[config.mk]
export PLATFORM = sky130hd
export DESIGN_NAME = famd_fetch_address_match_detector
export DESIGN_NICKNAME = d
export VERILOG_FILES = /design/src/famd_fetch_address_match_detector.v /design/src/famd_compare.v
export VERILOG_INCLUDE_DIRS = /design/src
export SDC_FILE = /design/constraint.sdc
export NUM_CORES = 1
export LEC_CHECK = 0
export BUFFER_PORTS_ARGS = -buffer_cell sky130_fd_sc_hd__buf_2
export CORE_AREA = 2 2 123 125
export DETAILED_ROUTE_END_ITERATION = 7
export DIE_AREA = 0 0 125 127
export PLACE_DENSITY = 0.66
export SLEW_MARGIN = 20
export SYNTH_ARGS = -nofsm -noshare
export SYNTH_HDL_FRONTEND = slang
export SYNTH_SLANG_ARGS = --single-unit
[constraint.sdc]
create_clock -name mclk -period 4.7 [get_ports mclk]
set_input_delay 0.235 -clock mclk [delete_from_list [all_inputs] [get_ports mclk]]
set_output_delay 0.235 -clock mclk [all_outputs]
set_load 0.03 [all_outputs]
[src/famd_regs.vh]
// Register offsets, field positions, reset values and encodings of the fetch address match detector
// =====================================================================
// =====================================================================
`ifndef FAMD_REGS_VH
`define FAMD_REGS_VH

// Register addresses on the plain register port
`define FAMD_ADDR_W        4
`define FAMD_OFS_DBGCTL0   4'h0
`define FAMD_OFS_DBGCTL1   4'h1
`define FAMD_OFS_CMP0_LO   4'h2
`define FAMD_OFS_CMP0_HI   4'h3
`define FAMD_OFS_CMP1_LO   4'h4
`define FAMD_OFS_CMP1_HI   4'h5
`define FAMD_OFS_IRQ_STAT  4'h6
`define FAMD_OFS_IRQ_MASK  4'h7
`define FAMD_OFS_SAVE_PS   4'h8

// Debug control 0 fields
`define FAMD_CTL0_SEL_LSB  0
`define FAMD_CTL0_EN_BIT   2
// Debug control 1 fields
`define FAMD_CTL1_ACC_BIT  0
`define FAMD_CTL1_DEC_BIT  1

// Detect conditions
`define FAMD_COND_MATCH0   2'h0
`define FAMD_COND_MATCH1   2'h1
`define FAMD_COND_EITHER   2'h2
`define FAMD_COND_OUTAREA  2'h3

// Interrupt status bits
`define FAMD_IRQ_DETECT    0
`define FAMD_IRQ_BLOCKED   1

// Reset values
`define FAMD_RST_CTL0      3'h0
`define FAMD_RST_CMP       24'h000000
`define FAMD_RST_IRQ       2'h0

`endif

[src/famd_fetch_address_match_detector.v]
// Fetch address match detector: registers, detect sequencer and interrupt logic
`timescale 1ns/1ns
`include "famd_regs.vh"

module famd_fetch_address_match_detector (
   input  wire        mclk,
   input  wire        srst,
   input  wire        clkEn,
   // Register port
   input  wire [3:0]  regAddr,
   input  wire [15:0] regWdata,
   input  wire        regWr,
   input  wire        regRd,
   output reg  [15:0] regRdata,
   // CPU fetch side
   input  wire        fetchStart,
   input  wire [7:0]  programBank,
   input  wire [15:0] programCounter,
   input  wire [15:0] processorStatus,
   output reg         nmiReq,
   input  wire        nmiAck,
   output reg         suppressExec,
   output reg  [7:0]  pushBank,
   output reg  [15:0] pushCounter,
   output reg  [15:0] pushStatus,
   // Interrupt
   output wire        irq
);

   // =================================================================
   // State
   // =================================================================
   localparam ST_IDLE = 2'b01;
   localparam ST_PEND = 2'b10;

   reg [1:0]  state_reg;
   reg [2:0]  ctl0_reg;
   reg        accEn_reg;
   reg        decision_reg;
   reg [23:0] cmp0_reg;
   reg [23:0] cmp1_reg;
   reg [1:0]  irqStat_reg;
   reg [1:0]  irqMask_reg;

   wire [1:0] condSel   = ctl0_reg[`FAMD_CTL0_SEL_LSB +: 2];
   wire       detectEn  = ctl0_reg[`FAMD_CTL0_EN_BIT];
   wire [23:0] fetchAddr = {programBank, programCounter};
   wire       condMet;
   wire       hitCmp1;

   // Decode of the compare register window
   function isCmpAddr;
      input [3:0] a;
      begin
         isCmpAddr = (a >= `FAMD_OFS_CMP0_LO) && (a <= `FAMD_OFS_CMP1_HI);
      end
   endfunction

   famd_compare u_cmp (
      .fetchAddr (fetchAddr),
      .cmp0      (cmp0_reg),
      .cmp1      (cmp1_reg),
      .condSel   (condSel),
      .condMet   (condMet),
      .hitCmp1   (hitCmp1)
   );

   // Hit only on instruction start, never on operand fetch
   wire detectHit = fetchStart && condMet && detectEn && state_reg[0];
   wire cmpBlocked = (regWr || regRd) && isCmpAddr(regAddr) && !accEn_reg;

   // =================================================================
   // Detect sequencer
   // =================================================================
   // Request holds until the CPU accepts, so the target is never executed first
   always @(posedge mclk) begin
      if (srst) begin
         state_reg    <= ST_IDLE;
         nmiReq       <= 1'b0;
         suppressExec <= 1'b0;
         pushBank     <= 8'h00;
         pushCounter  <= 16'h0000;
         pushStatus   <= 16'h0000;
         decision_reg <= 1'b0;
      end else if (clkEn) begin
         case (state_reg)
            ST_IDLE: begin
               if (detectHit) begin
                  state_reg    <= ST_PEND;
                  nmiReq       <= 1'b1;
                  suppressExec <= 1'b1;
                  pushBank     <= programBank;
                  pushCounter  <= programCounter;
                  pushStatus   <= processorStatus;
                  // Only meaningful under the either-register condition
                  if (condSel == `FAMD_COND_EITHER)
                     decision_reg <= hitCmp1;
               end
            end
            ST_PEND: begin
               if (nmiAck) begin
                  state_reg    <= ST_IDLE;
                  nmiReq       <= 1'b0;
                  suppressExec <= 1'b0;
               end
            end
            default: begin
               state_reg    <= ST_IDLE;
               nmiReq       <= 1'b0;
               suppressExec <= 1'b0;
            end
         endcase
      end
   end

   // =================================================================
   // Register writes
   // =================================================================
   always @(posedge mclk) begin
      if (srst) begin
         ctl0_reg    <= `FAMD_RST_CTL0;
         accEn_reg   <= 1'b0;
         cmp0_reg    <= `FAMD_RST_CMP;
         cmp1_reg    <= `FAMD_RST_CMP;
         irqMask_reg <= `FAMD_RST_IRQ;
      end else if (clkEn && regWr) begin
         case (regAddr)
            `FAMD_OFS_DBGCTL0: ctl0_reg <= regWdata[2:0];
            // Software opens this just before a compare access, closes after
            `FAMD_OFS_DBGCTL1: accEn_reg <= regWdata[`FAMD_CTL1_ACC_BIT];
            `FAMD_OFS_CMP0_LO: if (accEn_reg) cmp0_reg[15:0]  <= regWdata;
            `FAMD_OFS_CMP0_HI: if (accEn_reg) cmp0_reg[23:16] <= regWdata[7:0];
            `FAMD_OFS_CMP1_LO: if (accEn_reg) cmp1_reg[15:0]  <= regWdata;
            `FAMD_OFS_CMP1_HI: if (accEn_reg) cmp1_reg[23:16] <= regWdata[7:0];
            `FAMD_OFS_IRQ_MASK: irqMask_reg <= regWdata[1:0];
            default: ;
         endcase
      end
   end

   // =================================================================
   // Interrupt status: set wins over write-one-to-clear
   // =================================================================
   wire [1:0] irqSet = {cmpBlocked, detectHit};
   wire [1:0] irqClr = (regWr && regAddr == `FAMD_OFS_IRQ_STAT) ? regWdata[1:0] : 2'h0;

   always @(posedge mclk) begin
      if (srst)
         irqStat_reg <= `FAMD_RST_IRQ;
      else if (clkEn)
         irqStat_reg <= (irqStat_reg & ~irqClr) | irqSet;
   end

   assign irq = |(irqStat_reg & irqMask_reg);

   // =================================================================
   // Read data, one cycle after the strobe
   // =================================================================
   // Blocked compare reads return zero rather than stale contents
   always @(posedge mclk) begin
      if (srst) begin
         regRdata <= 16'h0000;
      end else if (clkEn) begin
         regRdata <= 16'h0000;
         if (regRd) begin
            case (regAddr)
               `FAMD_OFS_DBGCTL0: regRdata <= {13'h0000, ctl0_reg};
               `FAMD_OFS_DBGCTL1: regRdata <= {14'h0000, decision_reg, accEn_reg};
               `FAMD_OFS_CMP0_LO: if (accEn_reg) regRdata <= cmp0_reg[15:0];
               `FAMD_OFS_CMP0_HI: if (accEn_reg) regRdata <= {8'h00, cmp0_reg[23:16]};
               `FAMD_OFS_CMP1_LO: if (accEn_reg) regRdata <= cmp1_reg[15:0];
               `FAMD_OFS_CMP1_HI: if (accEn_reg) regRdata <= {8'h00, cmp1_reg[23:16]};
               `FAMD_OFS_IRQ_STAT: regRdata <= {14'h0000, irqStat_reg};
               `FAMD_OFS_IRQ_MASK: regRdata <= {14'h0000, irqMask_reg};
               `FAMD_OFS_SAVE_PS:  regRdata <= pushStatus;
               default: regRdata <= 16'h0000;
            endcase
         end
      end
   end

endmodule // famd_fetch_address_match_detector

[src/famd_compare.v]
// Address comparator that evaluates the selected detect condition
`timescale 1ns/1ns
`include "famd_regs.vh"

module famd_compare (
   input  wire [23:0] fetchAddr,
   input  wire [23:0] cmp0,
   input  wire [23:0] cmp1,
   input  wire [1:0]  condSel,
   output reg         condMet,
   output reg         hitCmp1
);

   // =================================================================
   // Condition evaluation
   // =================================================================
   // Pure combinational; the caller decides when the result counts
   always @* begin
      condMet = 1'b0;
      hitCmp1 = 1'b0;
      case (condSel)
         `FAMD_COND_MATCH0: condMet = (fetchAddr == cmp0);
         `FAMD_COND_MATCH1: condMet = (fetchAddr == cmp1);
         `FAMD_COND_EITHER: begin
            condMet = (fetchAddr == cmp0) || (fetchAddr == cmp1);
            hitCmp1 = (fetchAddr != cmp0) && (fetchAddr == cmp1);
         end
         `FAMD_COND_OUTAREA: condMet = (fetchAddr < cmp0) || (fetchAddr > cmp1);
         default: condMet = 1'b0;
      endcase
   end

endmodule // famd_compare

==> flow_metrics.tcl, run 1 <==
set metrics [dict create \
    synthArstFlopShare 0 \
    critPathBufInv 2 \
    dpl.hpwl_um 12440 \
    power_density_nw_per_um2 323.7 \
    core-area_um2 14420 \
    critical_path.startpoint "cmp1_reg[22]" \
    die_w_um 125 \
    clkLatencyLatePin_ps 420 \
    finalCritPeriodShare 0.5860 \
    synth_area_leaders "dfxtp_1, mux2i_1, ha_1" \
    crit_path_max_incr_delay_ps 410 \
    cts_made_buffers 17 \
    antenna_found_initial 0 \
    r2r-end "pushStatus[10]" \
    fmax_mhz 363.1 \
    rr_worst_depth 10 \
    clock_skew_ps 7.154 \
    cts_resized 0 \
    synth_common_cells "dfxtp_1, nand2_1, nand2b_1, a21oi_1, mux2i_1" \
    crit_arrival_ps 3110 \
    diodes 0 \
    drt_first_iter_violations 459 \
    yosys_warnings 0 \
    syn_nets 888 \
    ys_types 50 \
    synth.most_common_cell "dfxtp_1" \
    dr.pass1.iters 6 \
    numPortBuffers 125 \
    vias_per_cell 5.228 \
    path_cells "inv_1, ha_1, nand4_2, nor4_4, o21ai_1, a21oi_1, o41ai_2, a311oi_4, buf_4, mux2i_1" \
    grt_start_max_net_pins 113 \
    htree_levels 4 \
    drc 0 \
    syn2layout_area_growth_pct 20.43 \
    clk_pin_slew_ps 60 \
    critPathKind "register to register" \
    period_needed_ps 2754 \
    slew_headroom 0.3462 \
    initial_core_util 0.4440 \
    io_pins 126 \
    cts.sinks 115 \
    syn_area_um2 6405 \
    hold_ws_ps 59.57 \
    rsz0062_at_grt "false" \
    worstPathMaxFanout 22 \
    ys_seq_area_frac 0.3594 \
    synthCells 773 \
    grtUsageTotal 0.2201 \
    final_layout_size_suffix_gt1_frac 0.1996 \
    postCtsHoldBufs 0 \
    setup_slack_ps 1946 \
    vias 5625 \
    dieArea_um2 15880 \
    regToRegSetupSlack_ps 1950 \
    finalHoldViolCount 0 \
    ir_worst_vdd_uv 238.0 \
    finalSetupViolCount 0 \
    synth_top_area_share 0.3594 \
    wire_per_inst_um 16.22 \
    p_leak_uw 0.002936 \
    timing.rr.start "cmp1_reg[22]" \
    rows 44 \
    start_kind "register" \
    drt-total-wl_um 17450 \
    critPathCapture "pushStatus[10]" \
    required_ps 5050 \
    final_max_slew_viol_count 0 \
    gp_congestion 0.9420 \
    cts_buffer_depth 2 \
    synth_edf_count 0 \
    cts_setup_buffers 0 \
    dp_slack_ps 1959 \
    worst_pin_slew_ps 980.8 \
    critPathCaptureType "register" \
    hold_path_class "primary input to register" \
    die_h_um 127 \
    cts-root-buf "clkbuf_16" \
    syn_avg_cell_area_um2 8.286 \
    cts_tree "built" \
    cp_top_family "compound AO/OA/AOI/OAI gates" \
    overflow 0 \
    grt_pass1_wl_um 27620 \
    status "finished, final reports clean" \
    grt_pass1_vias 5241 \
    ys.flop_type "dfxtp_1" \
    postRouteAntennaNets 0 \
    crit_slowest_cell "nor4_4" \
    final_nets 994 \
    ys_seq_elements 115 \
    min_from "regWdata[9]" \
    fin_tns_setup_ps 0 \
    yosysTopAreaCell "dfxtp_1" \
    cap_violations 0 \
    path_depth 10 \
]
final cells by class:
class | count | area (um^2)
Tap cell | 184 | 230.2
Clock inverter | 11 | 148.9
Multi-Input combinational cell | 562 | 3686
Sequential cell | 115 | 2302
Clock buffer | 21 | 470.5
Inverter | 50 | 187.7
Timing Repair Buffer | 133 | 688.2
Fill cell | 1428 | 6710
per-layer routing:
layer | vias to the layer above | wire length (um) | global-route usage
li1 | 2849 | - | -
met5 | - | 0 | 0
met1 | 2555 | 8368 | 0.3052
met4 | 0 | 276 | 0.07451
met3 | 26 | 1175 | 0.05821
met2 | 195 | 7629 | 0.3331
cell usage in the layout (no fill, tap or decap), drive strengths merged, types with 3 or more instances in the layout:
cell type,n
buf,133
dfxtp,115
nand2,99
nand2b,89
a21oi,74
mux2i,62
nor2,53
inv,53
ha,48
o21ai,31
nor2b,21
clkbuf,21
nand4,16
a22oi,10
a222oi,7
nor3,7
nand3,5
a21o,4
and2,4
a22o,3
a211oi,3
o211ai,3
a31oi,3
bufinv,3
clkinvlp,3
where the power goes:
part           internal, uW  switching, uW
clock network           878            478
registers               976          0.966
logic                  65.2           98.8
total                  1920            578
how the worst min path moves through the flow:
| stage | to | depth (start not counted) |
|---|---|---|
| global placement | pushBank[0] | 2 |
| finish | cmp0_reg[9] | 3 |
| CTS | cmp0_reg[9] | 3 |
| floorplan | cmp0_reg[10] | 2 |
| detailed placement | pushCounter[14] | 2 |
| global route | cmp1_reg[10] | 3 |
kinds of logic (layout without fill, tap and decap cells):
group	count (synthesis)	after routing	share of synthesized area
and+or+nand+nor	302	302	0.2403
AOI/OAI and AO/OA	148	148	0.1410
adders and majority gates	48	48	0.09377
DFF	115	115	0.3594
buffers and inverters	96	215	0.06505
muxes	64	64	0.1004
per-stage QoR:
stage,area [um^2],cells,utilization,total power [uW]
after detailed placement,7094,1044,0.4918,1161
after floorplan,6405,773,-,1094
after global placement,7094,1044,0.4918,1160
final,7714,1076,0.5348,2497
after global routing,7714,1076,0.5348,2574
after CTS,7714,1076,0.5348,2514
tightest hold or removal path, stage by stage:
cell     delay, ps
buf_2          100
nand2_1         50
a21oi_1         50
Power figures use the tool's default switching activity.
==> run 2: changes to the inputs <==
Settings changed: ABC_AREA from default to 1, CORE_AREA 2 2 123 125 to 2 2 119 121, DIE_AREA 0 0 125 127 to 0 0 121 123, PLACE_DENSITY 0.66 to 0.7.
Clock period 4.7 ns to 2.25 ns, I/O delays scaled along.
==> run 2 against run 1 <==
The flow now finishes with violations (negative setup slack). Critical path depth is 5 higher. Die area shrank 6.2%. Sequential power increased by 110%. Fmax up 22%. Critical endpoint is now pushStatus[14]. Largest cell class unchanged. Largest power group unchanged. Highest routed layer unchanged.
==> flow_metrics.tcl, run 2 <==
set metrics [dict create \
    status "finished, violations left" \
    failed_checks "negative setup slack" \
    dpl.hpwl_um 13480 \
    gp_congestion 0.9668 \
    yosys_warnings 0 \
    yosysTopAreaCell "dfxtp_1" \
    vias 6462 \
    numPortBuffers 125 \
    synth_common_cells "nand2_1, a21oi_1, dfxtp_1, inv_1, o21ai_0" \
    final_layout_size_suffix_gt1_frac 0.2955 \
    worst_pin_slew_ps 684.1 \
    synthArstFlopShare 0 \
    syn2layout_area_growth_pct 38.18 \
    cts_made_buffers 17 \
    postRouteAntennaNets 0 \
    clkLatencyLatePin_ps 430 \
    crit_path_frequent_cell "nand2_2" \
    syn_nets 932 \
    start_kind "register" \
    overflow 0 \
    finalSetupViolCount 5 \
    grt_pass1_wl_um 29410 \
    hold_path_class "primary input to register" \
    ys_seq_area_frac 0.3822 \
    slew_headroom 0.5439 \
    drt_first_iter_violations 507 \
    crit_path_max_incr_delay_ps 340 \
    htree_levels 4 \
    layout_commonest_cell "a21oi_1" \
    die_w_um 121 \
    grt_pass1_vias 5953 \
    setup_slack_ps -10.08 \
    power.total_uw 5492 \
    synth_area_leaders "dfxtp_1, a21oi_1, ha_1" \
    power_frac_comb 0.077 \
    design_area_um2 8323 \
    initial_core_util 0.4425 \
    power_density_nw_per_um2 659.9 \
    vias_per_cell 5.533 \
    io_pins 126 \
    crit_slowest_cell "dfxtp_2" \
    fmax_mhz 442.5 \
    cts.sinks 115 \
    ys_seq_elements 115 \
    ys.flop_type "dfxtp_1" \
    drt-total-wl_um 20080 \
    diodes 0 \
    drc 0 \
    p_seq_frac 0.372 \
    core-area_um2 13610 \
    final_max_slew_viol_count 0 \
    clock_skew_ps 5.460 \
    clk_pin_slew_ps 60 \
    switchingPower_uw 1257 \
    finalCritPeriodShare 1.004 \
    syn_area_um2 6023 \
    place_area_um2 6842 \
    finalHoldViolCount 0 \
    final_nets 1090 \
    rows 43 \
    cap_violations 0 \
    required_ps 2610 \
    placed_cells_incl_taps 1100 \
    critPathCaptureType "register" \
    synth_top_area_share 0.3822 \
    ys_types 34 \
    grt_start_max_net_pins 62 \
    worstPathMaxFanout 7 \
    dr.pass1.iters 5 \
    p_int_uw 4236 \
    grtUsageTotal 0.2578 \
    swShare 0.2288 \
    path_cells "inv_4, ha_4, nand2_2, nor2_2, nand4_1, nor2_2, nand2_1, nand3_2, nand3_2, nand2_2, nand2_4, nand3_4, clkbuf_16, nand2_2, a21oi_2" \
    synthCells 817 \
    cts_tree "built" \
    fin_tns_setup_ps -27.75 \
    dieArea_um2 14880 \
    critPathKind "register to register" \
    synth_edf_count 0 \
    rsz0062_at_grt "true" \
    syn_avg_cell_area_um2 7.372 \
    power.share.clock 0.552 \
    final_cell_mix "a21oi_1, nand2_1, buf_2, dfxtp_1, inv_1" \
    period_needed_ps 2260 \
    synth.most_common_cell "nand2_1" \
    cts-root-buf "clkbuf_16" \
    antenna_found_initial 0 \
    fin_cells 1168 \
    crit_arrival_ps 2620 \
    p_leak_uw 0.003281 \
    cts_buffer_depth 2 \
    wire_per_inst_um 17.19 \
    die_h_um 123 \
    ir_worst_vdd_uv 510.8 \
]
-- run 2: changes by cell type after synthesis, sizes merged, moves of 22 or more --
| cell | change |
|---|---|
| nand2b | -89 |
| mux2i | -62 |
| a21oi | +60 |
| inv | +57 |
| nand2 | +57 |
| o21ai | +44 |
| nand4 | +29 |
| o22ai | +22 |
-- run 2: metal layers --
| layer | part of all wire | vias to the layer above | global-route usage |
|---|---|---|---|
| met5 | 0 | - | 0 |
| met4 | 0.026 | 0 | 0.09956 |
| met3 | 0.066 | 37 | 0.05535 |
| met2 | 0.49 | 266 | 0.4487 |
| met1 | 0.41 | 3047 | 0.3115 |
| li1 | - | 3112 | - |
-- run 2: kinds of logic after synthesis --
group           synth area share
buf+inv                   0.1022
simple gates              0.1940
compound gates            0.2219
fa+ha+maj                0.09971
flops                     0.3822
-- run 2: area by class of cell --
type	instances	area [um^2]
fillers	1175	5289
multi-input cells	554	3520
flip-flops and latches	115	2316
clock buffers	19	452.9
well taps	180	225.2
repair buffers	180	1199
inverters	107	404.1
clock inverters	13	206.4
-- run 2: worst paths after layout --
path	depth (start not counted)	slack [ps]	end	start
min	3	3	cmp0_reg[4]	regWdata[4]
min reg2reg	2	460	pushCounter[11]	pushCounter[11]
max	15	-10	pushStatus[14]	cmp0_reg[13]
max reg2reg	15	-10	pushStatus[14]	cmp0_reg[13]
-- run 2: worst max-delay path: cells and delay by family (launching register included) --
| kind | cells | cell delay, ps |
|---|---|---|
| AND/OR/NAND/NOR | 11 | 1210 |
| flip-flops | 1 | 340 |
| buffers and inverters | 2 | 250 |
| adder cells (fa/ha/maj) | 1 | 250 |
| AO/OA/AOI/OAI | 1 | 120 |
-- run 2: metrics by stage --
stage / hold WS [ps] / util / setup WS, ps
finish: 3.405 / 0.6115 / -10.08
global route: 23.77 / 0.6115 / -144.5
CTS: 2.078 / 0.5753 / 45.60
detailed placement: 398.3 / 0.5026 / 121.2
global placement: 392.6 / 0.5026 / 163.9
floorplan: 277.1 / - / 380.7
-- run 2: power groups by stage --
stage	registers (uW)	logic (uW)	clock network, uW
after detailed placement	2090	325	0
after global routing	2040	464	3140
after global placement	2090	321	0
final	2040	421	3030
after floorplan	2090	174	0
after CTS	2040	372	3040
-- run 2: timing repair --
item,in CTS,in global routing
resized for setup,0,105
hold endpoints to repair,37,0
endpoints found under the setup margin,0,42
setup buffers,0,1
hold buffers,33,0
